<file path="src/hdc_pkg.sv">
// Constants, register map and types of the holdover DAC control block.
// Assumes a single 100 MHz system clock shared by every module.
package hdc_pkg;
  localparam int ADDR_W = 9;
  localparam int DATA_W = 8;
  localparam int DAC_W  = 10;
  localparam int THR_W  = 6;
  localparam int ST_W   = 2;
  localparam int CNT_W  = 24;
  localparam int MULT_W = 16;
  // Register offsets.
  localparam logic [8:0] ADDR_MAN_HI   = 9'h14B;
  localparam logic [8:0] ADDR_MAN_LO   = 9'h14C;
  localparam logic [8:0] ADDR_TRIP_LO  = 9'h14D;
  localparam logic [8:0] ADDR_MULT_HI  = 9'h14E;
  localparam logic [8:0] ADDR_RATE_CNT = 9'h14F;
  localparam logic [8:0] ADDR_CFG      = 9'h150;
  localparam logic [8:0] ADDR_STATUS   = 9'h160;
  localparam logic [8:0] ADDR_MASK     = 9'h161;
  localparam logic [8:0] ADDR_DAC_HI   = 9'h162;
  localparam logic [8:0] ADDR_DAC_LO   = 9'h163;
  // Reset values.
  localparam logic [7:0] RST_MAN_HI   = 8'h06;
  localparam logic [7:0] RST_ZERO     = 8'h00;
  localparam logic [7:0] RST_RATE_CNT = 8'h7F;
  // Field positions.
  localparam int TRACK_EN_BIT = 4;
  localparam int FORCE_BIT    = 3;
  localparam int MANSEL_BIT   = 2;
  localparam int VDET_BIT     = 2;
  localparam int MAN_HI_MSB   = 1;
  localparam int MULT_LSB     = 6;
  localparam int ST_LOW_BIT   = 0;
  localparam int ST_HIGH_BIT  = 1;
  // Tracking and trip scaling.
  localparam logic [9:0]  TRACK_START = 10'h200;
  localparam logic [10:0] DAC_SPAN    = 11'h400;
  localparam int          TRIP_SHIFT  = 4;
  localparam logic [15:0] MULT_BASE   = 16'h0004;
  localparam int          MULT_STEP   = 4;
  typedef enum logic [2:0] {
    HDC_IDLE  = 3'h1,
    HDC_TRACK = 3'h2,
    HDC_HOLD  = 3'h4
  } hdc_state_type;
endpackage

</file>
<file path="src/hdc_trip_if.sv">
// Bundle between the control core and the trip comparator.
// Assumes both ends run on the same system clock.
`timescale 1ns/1ns
`default_nettype none
interface hdc_trip_if;
  logic [9:0] code;
  logic [5:0] low_thr;
  logic [5:0] high_thr;
  logic       eval;
  logic       low_hit;
  logic       high_hit;
  modport cmp (input code, low_thr, high_thr, eval, output low_hit, high_hit);
  modport ctl (output code, low_thr, high_thr, eval, input low_hit, high_hit);
endinterface
`default_nettype wire

</file>
<file path="src/hdc_rate_gen.sv">
// Tracking update rate generator: one pulse per multiplier times count cycles.
// Assumes the multiplier and count come from registers on the same clock.
`timescale 1ns/1ns
`default_nettype none
module hdc_rate_gen
(
  // Clock and reset.
  input  wire logic       i_sys_clk,
  input  wire logic       i_resetn,
  // Rate settings.
  input  wire logic [1:0] i_mult_sel,
  input  wire logic [7:0] i_count,
  // Update pulse.
  output logic            o_tick
);
  logic [hdc_pkg::MULT_W-1:0] mult;
  logic [hdc_pkg::CNT_W-1:0]  interval;
  logic [hdc_pkg::CNT_W-1:0]  cnt_q;
  logic [hdc_pkg::CNT_W-1:0]  cnt_d;
  logic                       last;

  // Multiplier 4, 64, 1024 or 16384 is four shifted by four per step.
  assign mult     = hdc_pkg::MULT_BASE << (hdc_pkg::MULT_STEP * i_mult_sel);
  // Both factors are widened first, so that 16384 times 255 does not wrap.
  assign interval = hdc_pkg::CNT_W'(mult) * hdc_pkg::CNT_W'(i_count);
  // A zero count stops updates; a shrunk interval restarts the count.
  assign last     = (interval != '0) && (cnt_q >= interval - 1'b1);
  assign cnt_d    = (interval == '0 || last) ? '0 : cnt_q + 1'b1;

  // Interval counter and its pulse.
  always_ff @(posedge i_sys_clk or negedge i_resetn)
  begin
    if (!i_resetn)
    begin
      cnt_q  <= '0;
      o_tick <= 1'b0;
    end
    else
    begin
      cnt_q  <= cnt_d;
      o_tick <= last;
    end
  end
endmodule
`default_nettype wire

</file>
<file path="src/hdc_trip_cmp.sv">
// Rail trip comparator: checks a DAC code against scaled low and high thresholds.
// Assumes eval pulses with the code that is about to become the tracked value.
`timescale 1ns/1ns
`default_nettype none
module hdc_trip_cmp
(
  // Clock and reset.
  input  wire logic i_sys_clk,
  input  wire logic i_resetn,
  // Comparator side of the bundle.
  hdc_trip_if.cmp   tif
);
  logic [10:0] low_lvl;
  logic [10:0] high_lvl;
  logic        low_now;
  logic        high_now;

  // Thresholds scaled to (field+1)*16 codes from ground and from the rail.
  // The field is widened before the shift, so that the top setting reaches 1024.
  assign low_lvl  = (11'(tif.low_thr) + 11'h001) << hdc_pkg::TRIP_SHIFT;
  assign high_lvl = hdc_pkg::DAC_SPAN - ((11'(tif.high_thr) + 11'h001) << hdc_pkg::TRIP_SHIFT);
  assign low_now  = {1'b0, tif.code} <= low_lvl;
  assign high_now = {1'b0, tif.code} >= high_lvl;

  // Results are held between tracking updates.
  always_ff @(posedge i_sys_clk or negedge i_resetn)
  begin
    if (!i_resetn)
    begin
      tif.low_hit  <= 1'b0;
      tif.high_hit <= 1'b0;
    end
    else if (tif.eval)
    begin
      tif.low_hit  <= low_now;
      tif.high_hit <= high_now;
    end
  end
endmodule
`default_nettype wire

</file>
<file path="src/hdc_core.sv">
// Holdover DAC control: registers, tracking, manual select, rail trip and interrupt.
// Assumes a register master on i_sys_clk and a lock pin from another domain.
//
// Design decision made here: the strobed register port.
`timescale 1ns/1ns
`default_nettype none
// How it works
// Manual code is upper two plus lower eight.
// Manual select drives DAC with manual code.
// Low trip at (code+1)/64 above ground.
// High trip at (code+1)/64 below rail.
// Multiplier field decodes to 4/64/1024/16384.
// Rate count is eight bits, resets 127.
// Update tracked value every multiplier times count.
// Forced holdover uses manual or tracked value.
// Track only when locked, start at 512.
// Trip marks input invalid, raises switch event.
// Compare tracked code to scaled thresholds.
module hdc_core
(
  // Clock and reset.
  input  wire logic       i_sys_clk,
  input  wire logic       i_resetn,
  // Register port.
  input  wire logic [8:0] i_addr,
  input  wire logic [7:0] i_wr_data,
  input  wire logic       i_wr,
  input  wire logic       i_rd,
  output logic      [7:0] o_rd_data,
  // Loop inputs.
  input  wire logic       i_pll_lock,
  input  wire logic [9:0] i_vtune_code,
  // DAC and holdover outputs.
  output logic      [9:0] o_dac_code,
  output logic            o_holdover,
  output logic            o_clkin_invalid,
  output logic            o_switch_event,
  output logic            o_irq
);
  // Register storage.
  logic [7:0] man_hi_q;
  logic [7:0] man_lo_q;
  logic [7:0] trip_lo_q;
  logic [7:0] mult_hi_q;
  logic [7:0] rate_cnt_q;
  logic [7:0] cfg_q;
  logic [hdc_pkg::ST_W-1:0] status_q;
  logic [hdc_pkg::ST_W-1:0] status_d;
  logic [hdc_pkg::ST_W-1:0] mask_q;
  logic [hdc_pkg::ST_W-1:0] ev_set;
  logic [7:0] rd_d;

  // Lock synchroniser and tracking state.
  logic lock_m_q;
  logic lock_s_q;
  logic [9:0] tracked_q;
  logic [9:0] tracked_d;
  logic [9:0] dac_d;
  logic trip_q;
  logic trip_d;
  hdc_pkg::hdc_state_type state_q;
  hdc_pkg::hdc_state_type state_d;

  // Decoded controls.
  logic [9:0] manual_dac_value;
  logic       track_en;
  logic       force_hold;
  logic       manual_select;
  logic       tune_rail_detect_enable;
  logic [1:0] tracking_rate_multiplier;
  logic       tick;
  logic       upd;
  logic       trip_now;
  logic       trip_event;

  // Write strobes per register.
  logic we_man_hi;
  logic we_man_lo;
  logic we_trip_lo;
  logic we_mult_hi;
  logic we_rate;
  logic we_cfg;
  logic we_mask;
  logic rd_status;

  hdc_trip_if tif ();

  // Address decode of writes and of the clearing read.
  assign we_man_hi  = i_wr && (i_addr == hdc_pkg::ADDR_MAN_HI);
  assign we_man_lo  = i_wr && (i_addr == hdc_pkg::ADDR_MAN_LO);
  assign we_trip_lo = i_wr && (i_addr == hdc_pkg::ADDR_TRIP_LO);
  assign we_mult_hi = i_wr && (i_addr == hdc_pkg::ADDR_MULT_HI);
  assign we_rate    = i_wr && (i_addr == hdc_pkg::ADDR_RATE_CNT);
  assign we_cfg     = i_wr && (i_addr == hdc_pkg::ADDR_CFG);
  assign we_mask    = i_wr && (i_addr == hdc_pkg::ADDR_MASK);
  assign rd_status  = i_rd && (i_addr == hdc_pkg::ADDR_STATUS);

  // Field extraction from the control registers.
  assign manual_dac_value = {man_hi_q[hdc_pkg::MAN_HI_MSB:0], man_lo_q};
  assign track_en         = man_hi_q[hdc_pkg::TRACK_EN_BIT];
  assign force_hold       = man_hi_q[hdc_pkg::FORCE_BIT];
  assign manual_select    = man_hi_q[hdc_pkg::MANSEL_BIT];
  assign tune_rail_detect_enable  = cfg_q[hdc_pkg::VDET_BIT];
  assign tracking_rate_multiplier = mult_hi_q[7:hdc_pkg::MULT_LSB];

  // Register writes; reset values follow the power-on defaults.
  always_ff @(posedge i_sys_clk or negedge i_resetn)
  begin
    if (!i_resetn)
    begin
      man_hi_q   <= hdc_pkg::RST_MAN_HI;
      man_lo_q   <= hdc_pkg::RST_ZERO;
      trip_lo_q  <= hdc_pkg::RST_ZERO;
      mult_hi_q  <= hdc_pkg::RST_ZERO;
      rate_cnt_q <= hdc_pkg::RST_RATE_CNT;
      cfg_q      <= hdc_pkg::RST_ZERO;
      mask_q     <= '0;
    end
    else
    begin
      if (we_man_hi)  man_hi_q   <= i_wr_data;
      if (we_man_lo)  man_lo_q   <= i_wr_data;
      if (we_trip_lo) trip_lo_q  <= i_wr_data;
      if (we_mult_hi) mult_hi_q  <= i_wr_data;
      if (we_rate)    rate_cnt_q <= i_wr_data;
      if (we_cfg)     cfg_q      <= i_wr_data;
      if (we_mask)    mask_q     <= i_wr_data[hdc_pkg::ST_W-1:0];
    end
  end

  // Read mux; unmapped addresses read zero, reserved bits read zero.
  always_comb
  begin
    rd_d = '0;
    unique case (i_addr)
      hdc_pkg::ADDR_MAN_HI:   rd_d = man_hi_q;
      hdc_pkg::ADDR_MAN_LO:   rd_d = man_lo_q;
      hdc_pkg::ADDR_TRIP_LO:  rd_d = {2'h0, trip_lo_q[hdc_pkg::THR_W-1:0]};
      hdc_pkg::ADDR_MULT_HI:  rd_d = mult_hi_q;
      hdc_pkg::ADDR_RATE_CNT: rd_d = rate_cnt_q;
      hdc_pkg::ADDR_CFG:      rd_d = {1'b0, cfg_q[6:0]};
      hdc_pkg::ADDR_STATUS:   rd_d = {6'h00, status_q};
      hdc_pkg::ADDR_MASK:     rd_d = {6'h00, mask_q};
      hdc_pkg::ADDR_DAC_HI:   rd_d = {6'h00, o_dac_code[9:8]};
      hdc_pkg::ADDR_DAC_LO:   rd_d = o_dac_code[7:0];
      default:                rd_d = '0;
    endcase
  end

  // Read data stands in the cycle after the strobe only.
  always_ff @(posedge i_sys_clk or negedge i_resetn)
  begin
    if (!i_resetn)
      o_rd_data <= '0;
    else
      o_rd_data <= i_rd ? rd_d : '0;
  end

  // The lock pin crosses in through two flip-flops.
  always_ff @(posedge i_sys_clk or negedge i_resetn)
  begin
    if (!i_resetn)
    begin
      lock_m_q <= 1'b0;
      lock_s_q <= 1'b0;
    end
    else
    begin
      lock_m_q <= i_pll_lock;
      lock_s_q <= lock_m_q;
    end
  end

  hdc_rate_gen u_rate
  (
    .i_sys_clk  (i_sys_clk),
    .i_resetn   (i_resetn),
    .i_mult_sel (tracking_rate_multiplier),
    .i_count    (rate_cnt_q),
    .o_tick     (tick)
  );

  // Tracking follows the tuning code on each update while locked and in the track state.
  assign upd       = tick && (state_q == hdc_pkg::HDC_TRACK) && lock_s_q;
  assign tracked_d = upd ? i_vtune_code : tracked_q;

  // The comparator sees the code that the update is about to store.
  assign tif.code     = tracked_d;
  assign tif.low_thr  = trip_lo_q[hdc_pkg::THR_W-1:0];
  assign tif.high_thr = mult_hi_q[hdc_pkg::THR_W-1:0];
  assign tif.eval     = upd;

  hdc_trip_cmp u_cmp
  (
    .i_sys_clk (i_sys_clk),
    .i_resetn  (i_resetn),
    .tif       (tif)
  );

  // A new trip is a detector hit that is not yet latched.
  assign trip_now   = tune_rail_detect_enable && (tif.low_hit || tif.high_hit);
  assign trip_event = trip_now && !trip_q;
  assign trip_d     = tune_rail_detect_enable && (trip_q || trip_now);
  assign ev_set     = trip_event ? {tif.high_hit, tif.low_hit} : '0;
  // Set wins over the clearing read.
  assign status_d   = (rd_status ? '0 : status_q) | ev_set;

  // Holdover entry: forced, or a latched rail trip; otherwise track or idle.
  always_comb
  begin
    if (force_hold || trip_d)
      state_d = hdc_pkg::HDC_HOLD;
    else if (track_en)
      state_d = hdc_pkg::HDC_TRACK;
    else
      state_d = hdc_pkg::HDC_IDLE;
  end

  // Manual select picks the programmed code, else the tracked one.
  assign dac_d = manual_select ? manual_dac_value : tracked_q;

  // Tracking, trip, status and control state.
  always_ff @(posedge i_sys_clk or negedge i_resetn)
  begin
    if (!i_resetn)
    begin
      state_q   <= hdc_pkg::HDC_IDLE;
      tracked_q <= hdc_pkg::TRACK_START;
      trip_q    <= 1'b0;
      status_q  <= '0;
    end
    else
    begin
      state_q   <= state_d;
      tracked_q <= tracked_d;
      trip_q    <= trip_d;
      status_q  <= status_d;
    end
  end

  // Registered outputs.
  always_ff @(posedge i_sys_clk or negedge i_resetn)
  begin
    if (!i_resetn)
    begin
      o_dac_code      <= hdc_pkg::TRACK_START;
      o_holdover      <= 1'b0;
      o_clkin_invalid <= 1'b0;
      o_switch_event  <= 1'b0;
      o_irq           <= 1'b0;
    end
    else
    begin
      o_dac_code      <= dac_d;
      o_holdover      <= (state_d == hdc_pkg::HDC_HOLD);
      o_clkin_invalid <= trip_d;
      o_switch_event  <= trip_event;
      o_irq           <= |(status_d & mask_q);
    end
  end
endmodule
`default_nettype wire

</file>
<file path="config.mk">
export PLATFORM = sky130hd
export DESIGN_NAME = hdc_core
export DESIGN_NICKNAME = d
export VERILOG_FILES = /design/src/hdc_pkg.sv /design/src/hdc_trip_if.sv /design/src/hdc_rate_gen.sv /design/src/hdc_trip_cmp.sv /design/src/hdc_core.sv
export SDC_FILE = /design/constraint.sdc
export NUM_CORES = 1
export LEC_CHECK = 0
export ABC_AREA = 1
export ABC_CLOCK_PERIOD_IN_PS = 5400
export BUFFER_PORTS_ARGS = -buffer_cell sky130_fd_sc_hd__buf_2
export CAP_MARGIN = 40
export CELL_PAD_IN_SITES_DETAIL_PLACEMENT = 1
export CELL_PAD_IN_SITES_GLOBAL_PLACEMENT = 2
export CORE_ASPECT_RATIO = 1.75
export CORE_MARGIN = 1
export CORE_UTILIZATION = 36
export CTS_CLUSTER_DIAMETER = 150
export DETAILED_ROUTE_END_ITERATION = 12
export GPL_ROUTABILITY_DRIVEN = 0
export PLACE_DENSITY_LB_ADDON = 0.1
export SYNTH_ARGS = -nofsm -noshare
export SYNTH_HDL_FRONTEND = slang
export SYNTH_SLANG_ARGS = --single-unit
</file>
<file path="constraint.sdc">
create_clock -name i_sys_clk -period 5.4 [get_ports i_sys_clk]
set_input_delay 0.27 -clock i_sys_clk [delete_from_list [all_inputs] [get_ports i_sys_clk]]
set_output_delay 0.27 -clock i_sys_clk [all_outputs]
set_load 0.03 [all_outputs]
</file>
== After elaboration in Yosys (flattened, before gate mapping) ==
Cells that the tools add are included.

* $add $sub $neg: 5
* Multiply operators: 1
* Order comparisons: 3
* Equality and inequality tests: 12
* Shift operators: 1
* Mux-type cells: 9
* Bitwise logic cells: 2
* Reductions and logical operators: 22

{| class="wikitable"
|+ Operators with widths
! cell !! count
|-
| $eq 9x9->1 const B || 10
|-
| $pmux 8 s10 || 1
|-
| $add 24x1->24 const B || 1
|-
| $ge 24x24->1 || 1
|-
| $logic_not 24->1 || 1
|-
| $mul 16x8->24 || 1
|-
| $mux 24 || 1
|-
| $reduce_bool 24->1 || 1
|-
| $sub 24x1->24 const B || 1
|-
| $mux 10 || 2
|-
| $shl 3x4->16 const A || 1
|-
| $add 6x1->7 const B || 2
|-
| $logic_and 1x1->1 || 14
|-
| $ge 10x11->1 || 1
|-
| $le 10x11->1 || 1
|-
| $sub 11x11->11 const A || 1
|-
| $mux 8 || 1
|-
| $mux 2 || 3
|-
| $logic_or 1x1->1 || 4
|-
| $eq 3x2->1 const B || 1
|-
| $eq 3x3->1 const B || 1
|-
| $mux 3 || 1
|-
| $and 2x2->2 || 1
|-
| $or 2x2->2 || 1
|-
| 2 further kinds || 2
|}

* Flip-flop bits (word level): 113
* Input port bits: 32
* Output and inout bits: 22
* Word-level logic and storage cells: 77

== Depth between registers and ports, before layout ==
* Word-level depth: 7
* Gate-level depth with buffers: 32
* Gate-level depth less buffers: 31

== Hierarchy ==
A second synthesis with hierarchy kept.

* Cells, all modules: 1122
* Area total of the unflattened synthesis: 8371.8 um2

{| class="wikitable"
|+ Modules (own cells, without submodules)
! module !! times used !! cells an instance !! area each (um2) !! seq. area each (um2)
|-
| hdc_core || 1 || 458 || 4051.4 || 2167.1
|-
| hdc_rate_gen || 1 || 560 || 3658.5 || 625.6
|-
| hdc_trip_cmp || 1 || 104 || 661.9 || 50.0
|}

== Worst setup path before layout ==
OpenSTA, ideal clock, no wires.

* Kind: register -> register
* Start: register mult_hi_q[7]
* End: register u_rate.cnt_q[10] in the netlist's numbering
* Library setup time: 0.121 ns
* Arrival time: 4.229 ns
* Required time: 5.279 ns
* Path slack: 1.050 ns
* Stages on the path, launching flop included: 26
* Path buffers: 1
* Period minus slack after synthesis: 4.350 ns
* Cells stage by stage: dfrtp_1 -> nor2_2 -> inv_1 -> nor2_1 -> ha_1 -> ha_1 -> ha_1 -> fa_1 -> or2_2 -> nor2_1 -> nand4_1 -> nor2_1 -> nand3_1 -> nor2_1 -> nand3_1 -> nor2_1 -> a21oi_1 -> ha_1 -> nand4_1 -> nor2_1 -> nand2_1 -> a211oi_1 -> nor2_1 -> nand2_4 -> buf_6 -> nor2_1

* Cells in the longest elaborated chain, start to end: 7
* Elaborated cells on any way between the ends: 9
* Classes of those cells: 1 x add/sub; 1 x mul; 1 x order compare; 1 x shift; 1 x mux; 4 x reduce/logical

{| class="wikitable"
|+ Ends and longest elaborated chain
! item !! RTL line !! text
|-
| from (decl) || hdc_core.sv:44 || <nowiki>logic [7:0] mult_hi_q;</nowiki>
|-
| from (signal assigned) || hdc_core.sv:114 || <nowiki>mult_hi_q <= hdc_pkg::RST_ZERO;</nowiki>
|-
| from (signal assigned) || hdc_core.sv:124 || <nowiki>if (we_mult_hi) mult_hi_q <= i_wr_data;</nowiki>
|-
| $shl 3x4->16 (*) || hdc_rate_gen.sv:23 || <nowiki>assign mult = hdc_pkg::MULT_BASE << (hdc_pkg::MULT_STEP * i_mult_sel);</nowiki>
|-
| $mul 16x8->24 (*) || hdc_rate_gen.sv:25 || <nowiki>assign interval = hdc_pkg::CNT_W'(mult) * hdc_pkg::CNT_W'(i_count);</nowiki>
|-
| $sub 24x1->24 || hdc_rate_gen.sv:27 || <nowiki>assign last = (interval != '0) && (cnt_q >= interval - 1'b1);</nowiki>
|-
| $ge 24x24->1 || hdc_rate_gen.sv:27 ||
|-
| $logic_and 1x1->1 || hdc_rate_gen.sv:27 ||
|-
| $logic_or 1x1->1 (*) || hdc_rate_gen.sv:28 || <nowiki>assign cnt_d = (interval == '0 || last) ? '0 : cnt_q + 1'b1;</nowiki>
|-
| $mux 24 (*) || hdc_rate_gen.sv:28 ||
|-
| via u_rate.cnt_d, one bit || hdc_rate_gen.sv:19 || <nowiki>logic [hdc_pkg::CNT_W-1:0] cnt_d;</nowiki>
|-
| to (signal assigned) || hdc_rate_gen.sv:40 || <nowiki>cnt_q <= cnt_d;</nowiki>
|-
| to (decl) || hdc_rate_gen.sv:18 || <nowiki>logic [hdc_pkg::CNT_W-1:0] cnt_q;</nowiki>
|}

The timed path passes the listed nets; every way through them passes the cells marked *.
A chain may end at the register's enable or synchronous reset.

== Worst setup path in the final report ==
Ends and elaborated chain as after synthesis.

==> impl_results.md <==
* Antenna diodes at 0
* Leakage Power at 4.58 nW
* Iter 0 DRT Violations at 230
* Die area at 22000 um^2
* Hold Slack at 0.0749 ns
* Layout Utilization at 42.7%
* CTS root buf: clkbuf_16
* FFs w/ async S/R, synth at 100%
* Max Cap Viol at 0
* Worst EP required at 5.71 ns
* Site row count at 70
* Rel. slew slack at 49.1%
* Setup TNS at 0 ns
* Peak supply drop at 0.180 mV
* Final cell count without fillers at 1376
* Layout area overhead at 15.9%
* Post-synthesis sequential area ratio at 36.9%
* Status: complete, no violations
* Clk Latency, worst-skew pair at 0.43 ns
* Layout cells sized above 1 at 11.4%
* Initial antenna violation count at 0
* Starting density of the core at 36.8%
* Clock Path Buffers at 2
* Buffers on Ports at 53
* Placed cell count at 1340
* Cell area after layout at 8930 um^2
* Routed WL at 25100 um
* First-pass iteration count of the detailed router at 4
* Synthesized flop and latch total at 113
* Ports at 54
* Die height at 196 um
* Period minus WS final at 4.91 ns
* Setup CP Type: flop to flop
* EDFF count, synth at 0
* TritonCTS Buffers at 17
* Worst Setup End Kind: flop
* Ys flop type: dfrtp_1
* Drt drc at 0
* Final WS setup at 0.495 ns
* Top cells by area, synth: dfrtp_1, nand2_1, ha_1
* Post-synth top area cell: dfrtp_1
* Hold Violations, Final at 0
* Synth warnings at 0
* Final Max Slew Viols at 0
* HPWL Detailed at 20300 um
* Final Cycle Share at 90.8%
* Via count at 7053
* CP max stage cell: fa_1
* First-pass GRT wire length at 40600 um
* Most frequent cells in the layout: nand2_1, inv_1, nor2_1
* Synth top area share at 32.8%
* Dpl cell area at 8260 um^2
* H-tree depth at 4
* Clk_skew at 0.00654 ns
* Core ar. at 20900 um^2
* CP arrival at 5.22 ns
* Maximum clock frequency at 204 MHz
* Tot Pwr at 2.26 mW
* DR WL/cell at 18.3 um
* Post-synth net total at 1150
* Final Net Count at 1218
* CTS tree: yes
* Most common cell after layout, fill and taps aside: nand2_1
* Vias in the first global route at 7670
* Post-Syn Instances at 1043
* Synth unique cells at 38
* Largest net degree at the start of global routing at 60
* Final setup vio count at 0
* Total Routing Usage GR at 24.5%
* Detail-routed via count per cell at 5.13
* Mapped Area at 7700 um^2
* Crit-path max FO at 12
* Clock transition at path regs at 0.06 ns
* Max incr delay on CP at 0.50 ns
* CP Launch Type: flop
* CTS Sinks at 113
* Die W at 113 um
* Hold Path Class: input port to flop
* Worst-Margin Slew at 0.764 ns
* Fill cells at 2631
* GRT Residual Overflow at 0
* RSZ-0062 raised after global routing: no
* Synth Area per Inst at 7.39 um^2
* Pre-CTS setup slack at 0.308 ns
* P per Cell Area at 253 nW/um^2
* Routed Antenna Nets at 0
## worst max-delay path, delay by kind of cell, from the launching register on
kind	cells	cell delay [ns]
flops	1	0.44
fa+ha+maj	5	1.52
simple gates	14	1.82
compound gates	1	0.23
xor+xnor	1	0.16
buf+inv	7	0.59
## path summary, 6_finish.rpt
path | to | depth (start not counted) | from | slack [ns]
max | u_rate.cnt_q[10]$_DFF_PN0_ | 28 | mult_hi_q[7]$_DFFE_PN0P_ | 0.49
min in group asynchronous | u_rate.cnt_q[18]$_DFF_PN0_ | 2 | i_resetn | 0.43
max in group asynchronous | tracked_q[5]$_DFF_PN0_ | 3 | i_resetn | 3.72
min | tracked_q[1]$_DFF_PN0_ | 3 | i_vtune_code[1] | 0.07
max reg2reg | u_rate.cnt_q[10]$_DFF_PN0_ | 28 | mult_hi_q[7]$_DFFE_PN0P_ | 0.49
min reg2reg | lock_s_q$_DFF_PN0_ | 0 | lock_m_q$_DFF_PN0_ | 0.35
## layout make-up
| cell class | instances | area (um^2) | share of cell area, % |
|---|---|---|---|
| Inverter | 144 | 541 | 6.05 |
| Tap cell | 252 | 315 | 3.53 |
| Timing Repair Buffer | 61 | 328 | 3.67 |
| Clock buffer | 19 | 453 | 5.07 |
| Clock inverter | 13 | 160 | 1.79 |
| Multi-Input combinational cell | 774 | 4290 | 48.0 |
| Sequential cell | 113 | 2850 | 31.9 |
## routing by layer
metal | global-route usage, % | part of all wire (%) | vias up
li1 | - | - | 3510
met1 | 23.4 | 35 | 3402
met2 | 50.7 | 60 | 99
met3 | 3.10 | 1.9 | 42
met4 | 10.1 | 3.2 | 0
met5 | 0 | 0 | -
## where the power goes
part / total, mW / switching, mW / internal (mW)
Clock: 1.17 / 0.418 / 0.748
Sequential: 0.884 / 0.0172 / 0.867
Combinational: 0.212 / 0.143 / 0.0690
Total: 2.26 / 0.578 / 1.68
## what timing repair did
action / in CTS / in global routing
buffers inserted: 0 / 1
resized for setup: 0 / 8
hold buffers: 2 / 0
endpoints found under the setup margin: 0 / 25
endpoints found under the hold margin: 48 / 0
## cell families (layout without fill, tap and decap cells)
group,Yosys count,count (layout),share of synthesized area [%]
and+or+nand+nor,514,515,28.1
buffers and inverters,157,237,7.84
AOI/OAI and AO/OA,141,141,9.76
adders and majority gates,75,75,12.5
DFF,113,113,36.9
xor gates and xnor gates,43,43,4.89
## synth_stat cells, types with 2 or more instances
cell type	number
nor4_1	2
buf_6	2
inv_1	143
nor2_1	126
fa_1	3
xor2_1	31
nor3_2	2
a211oi_1	5
xnor2_1	12
dfrtp_1	101
nor2_2	7
or2_2	3
and2_1	2
nand3b_1	6
nand4_1	23
o21ai_0	83
a21oi_1	38
clkbuf_1	11
nor3_1	12
o22ai_1	4
ha_1	72
nand3_1	57
a31oi_1	2
nand2_1	270
o21ai_2	2
dfstp_2	12
## sequential cells by signal, indices dropped and copies added (netlist names), 2 cells and up
register,cells
mask_q,2
trip_lo_q,6
rate_cnt_q,8
cfg_q,7
o_rd_data,8
tracked_q,10
u_rate.cnt_q,24
o_dac_code,10
status_q,2
mult_hi_q,8
man_hi_q,8
man_lo_q,8
state_q,3
No activity file was read; power rests on OpenSTA's default activity.
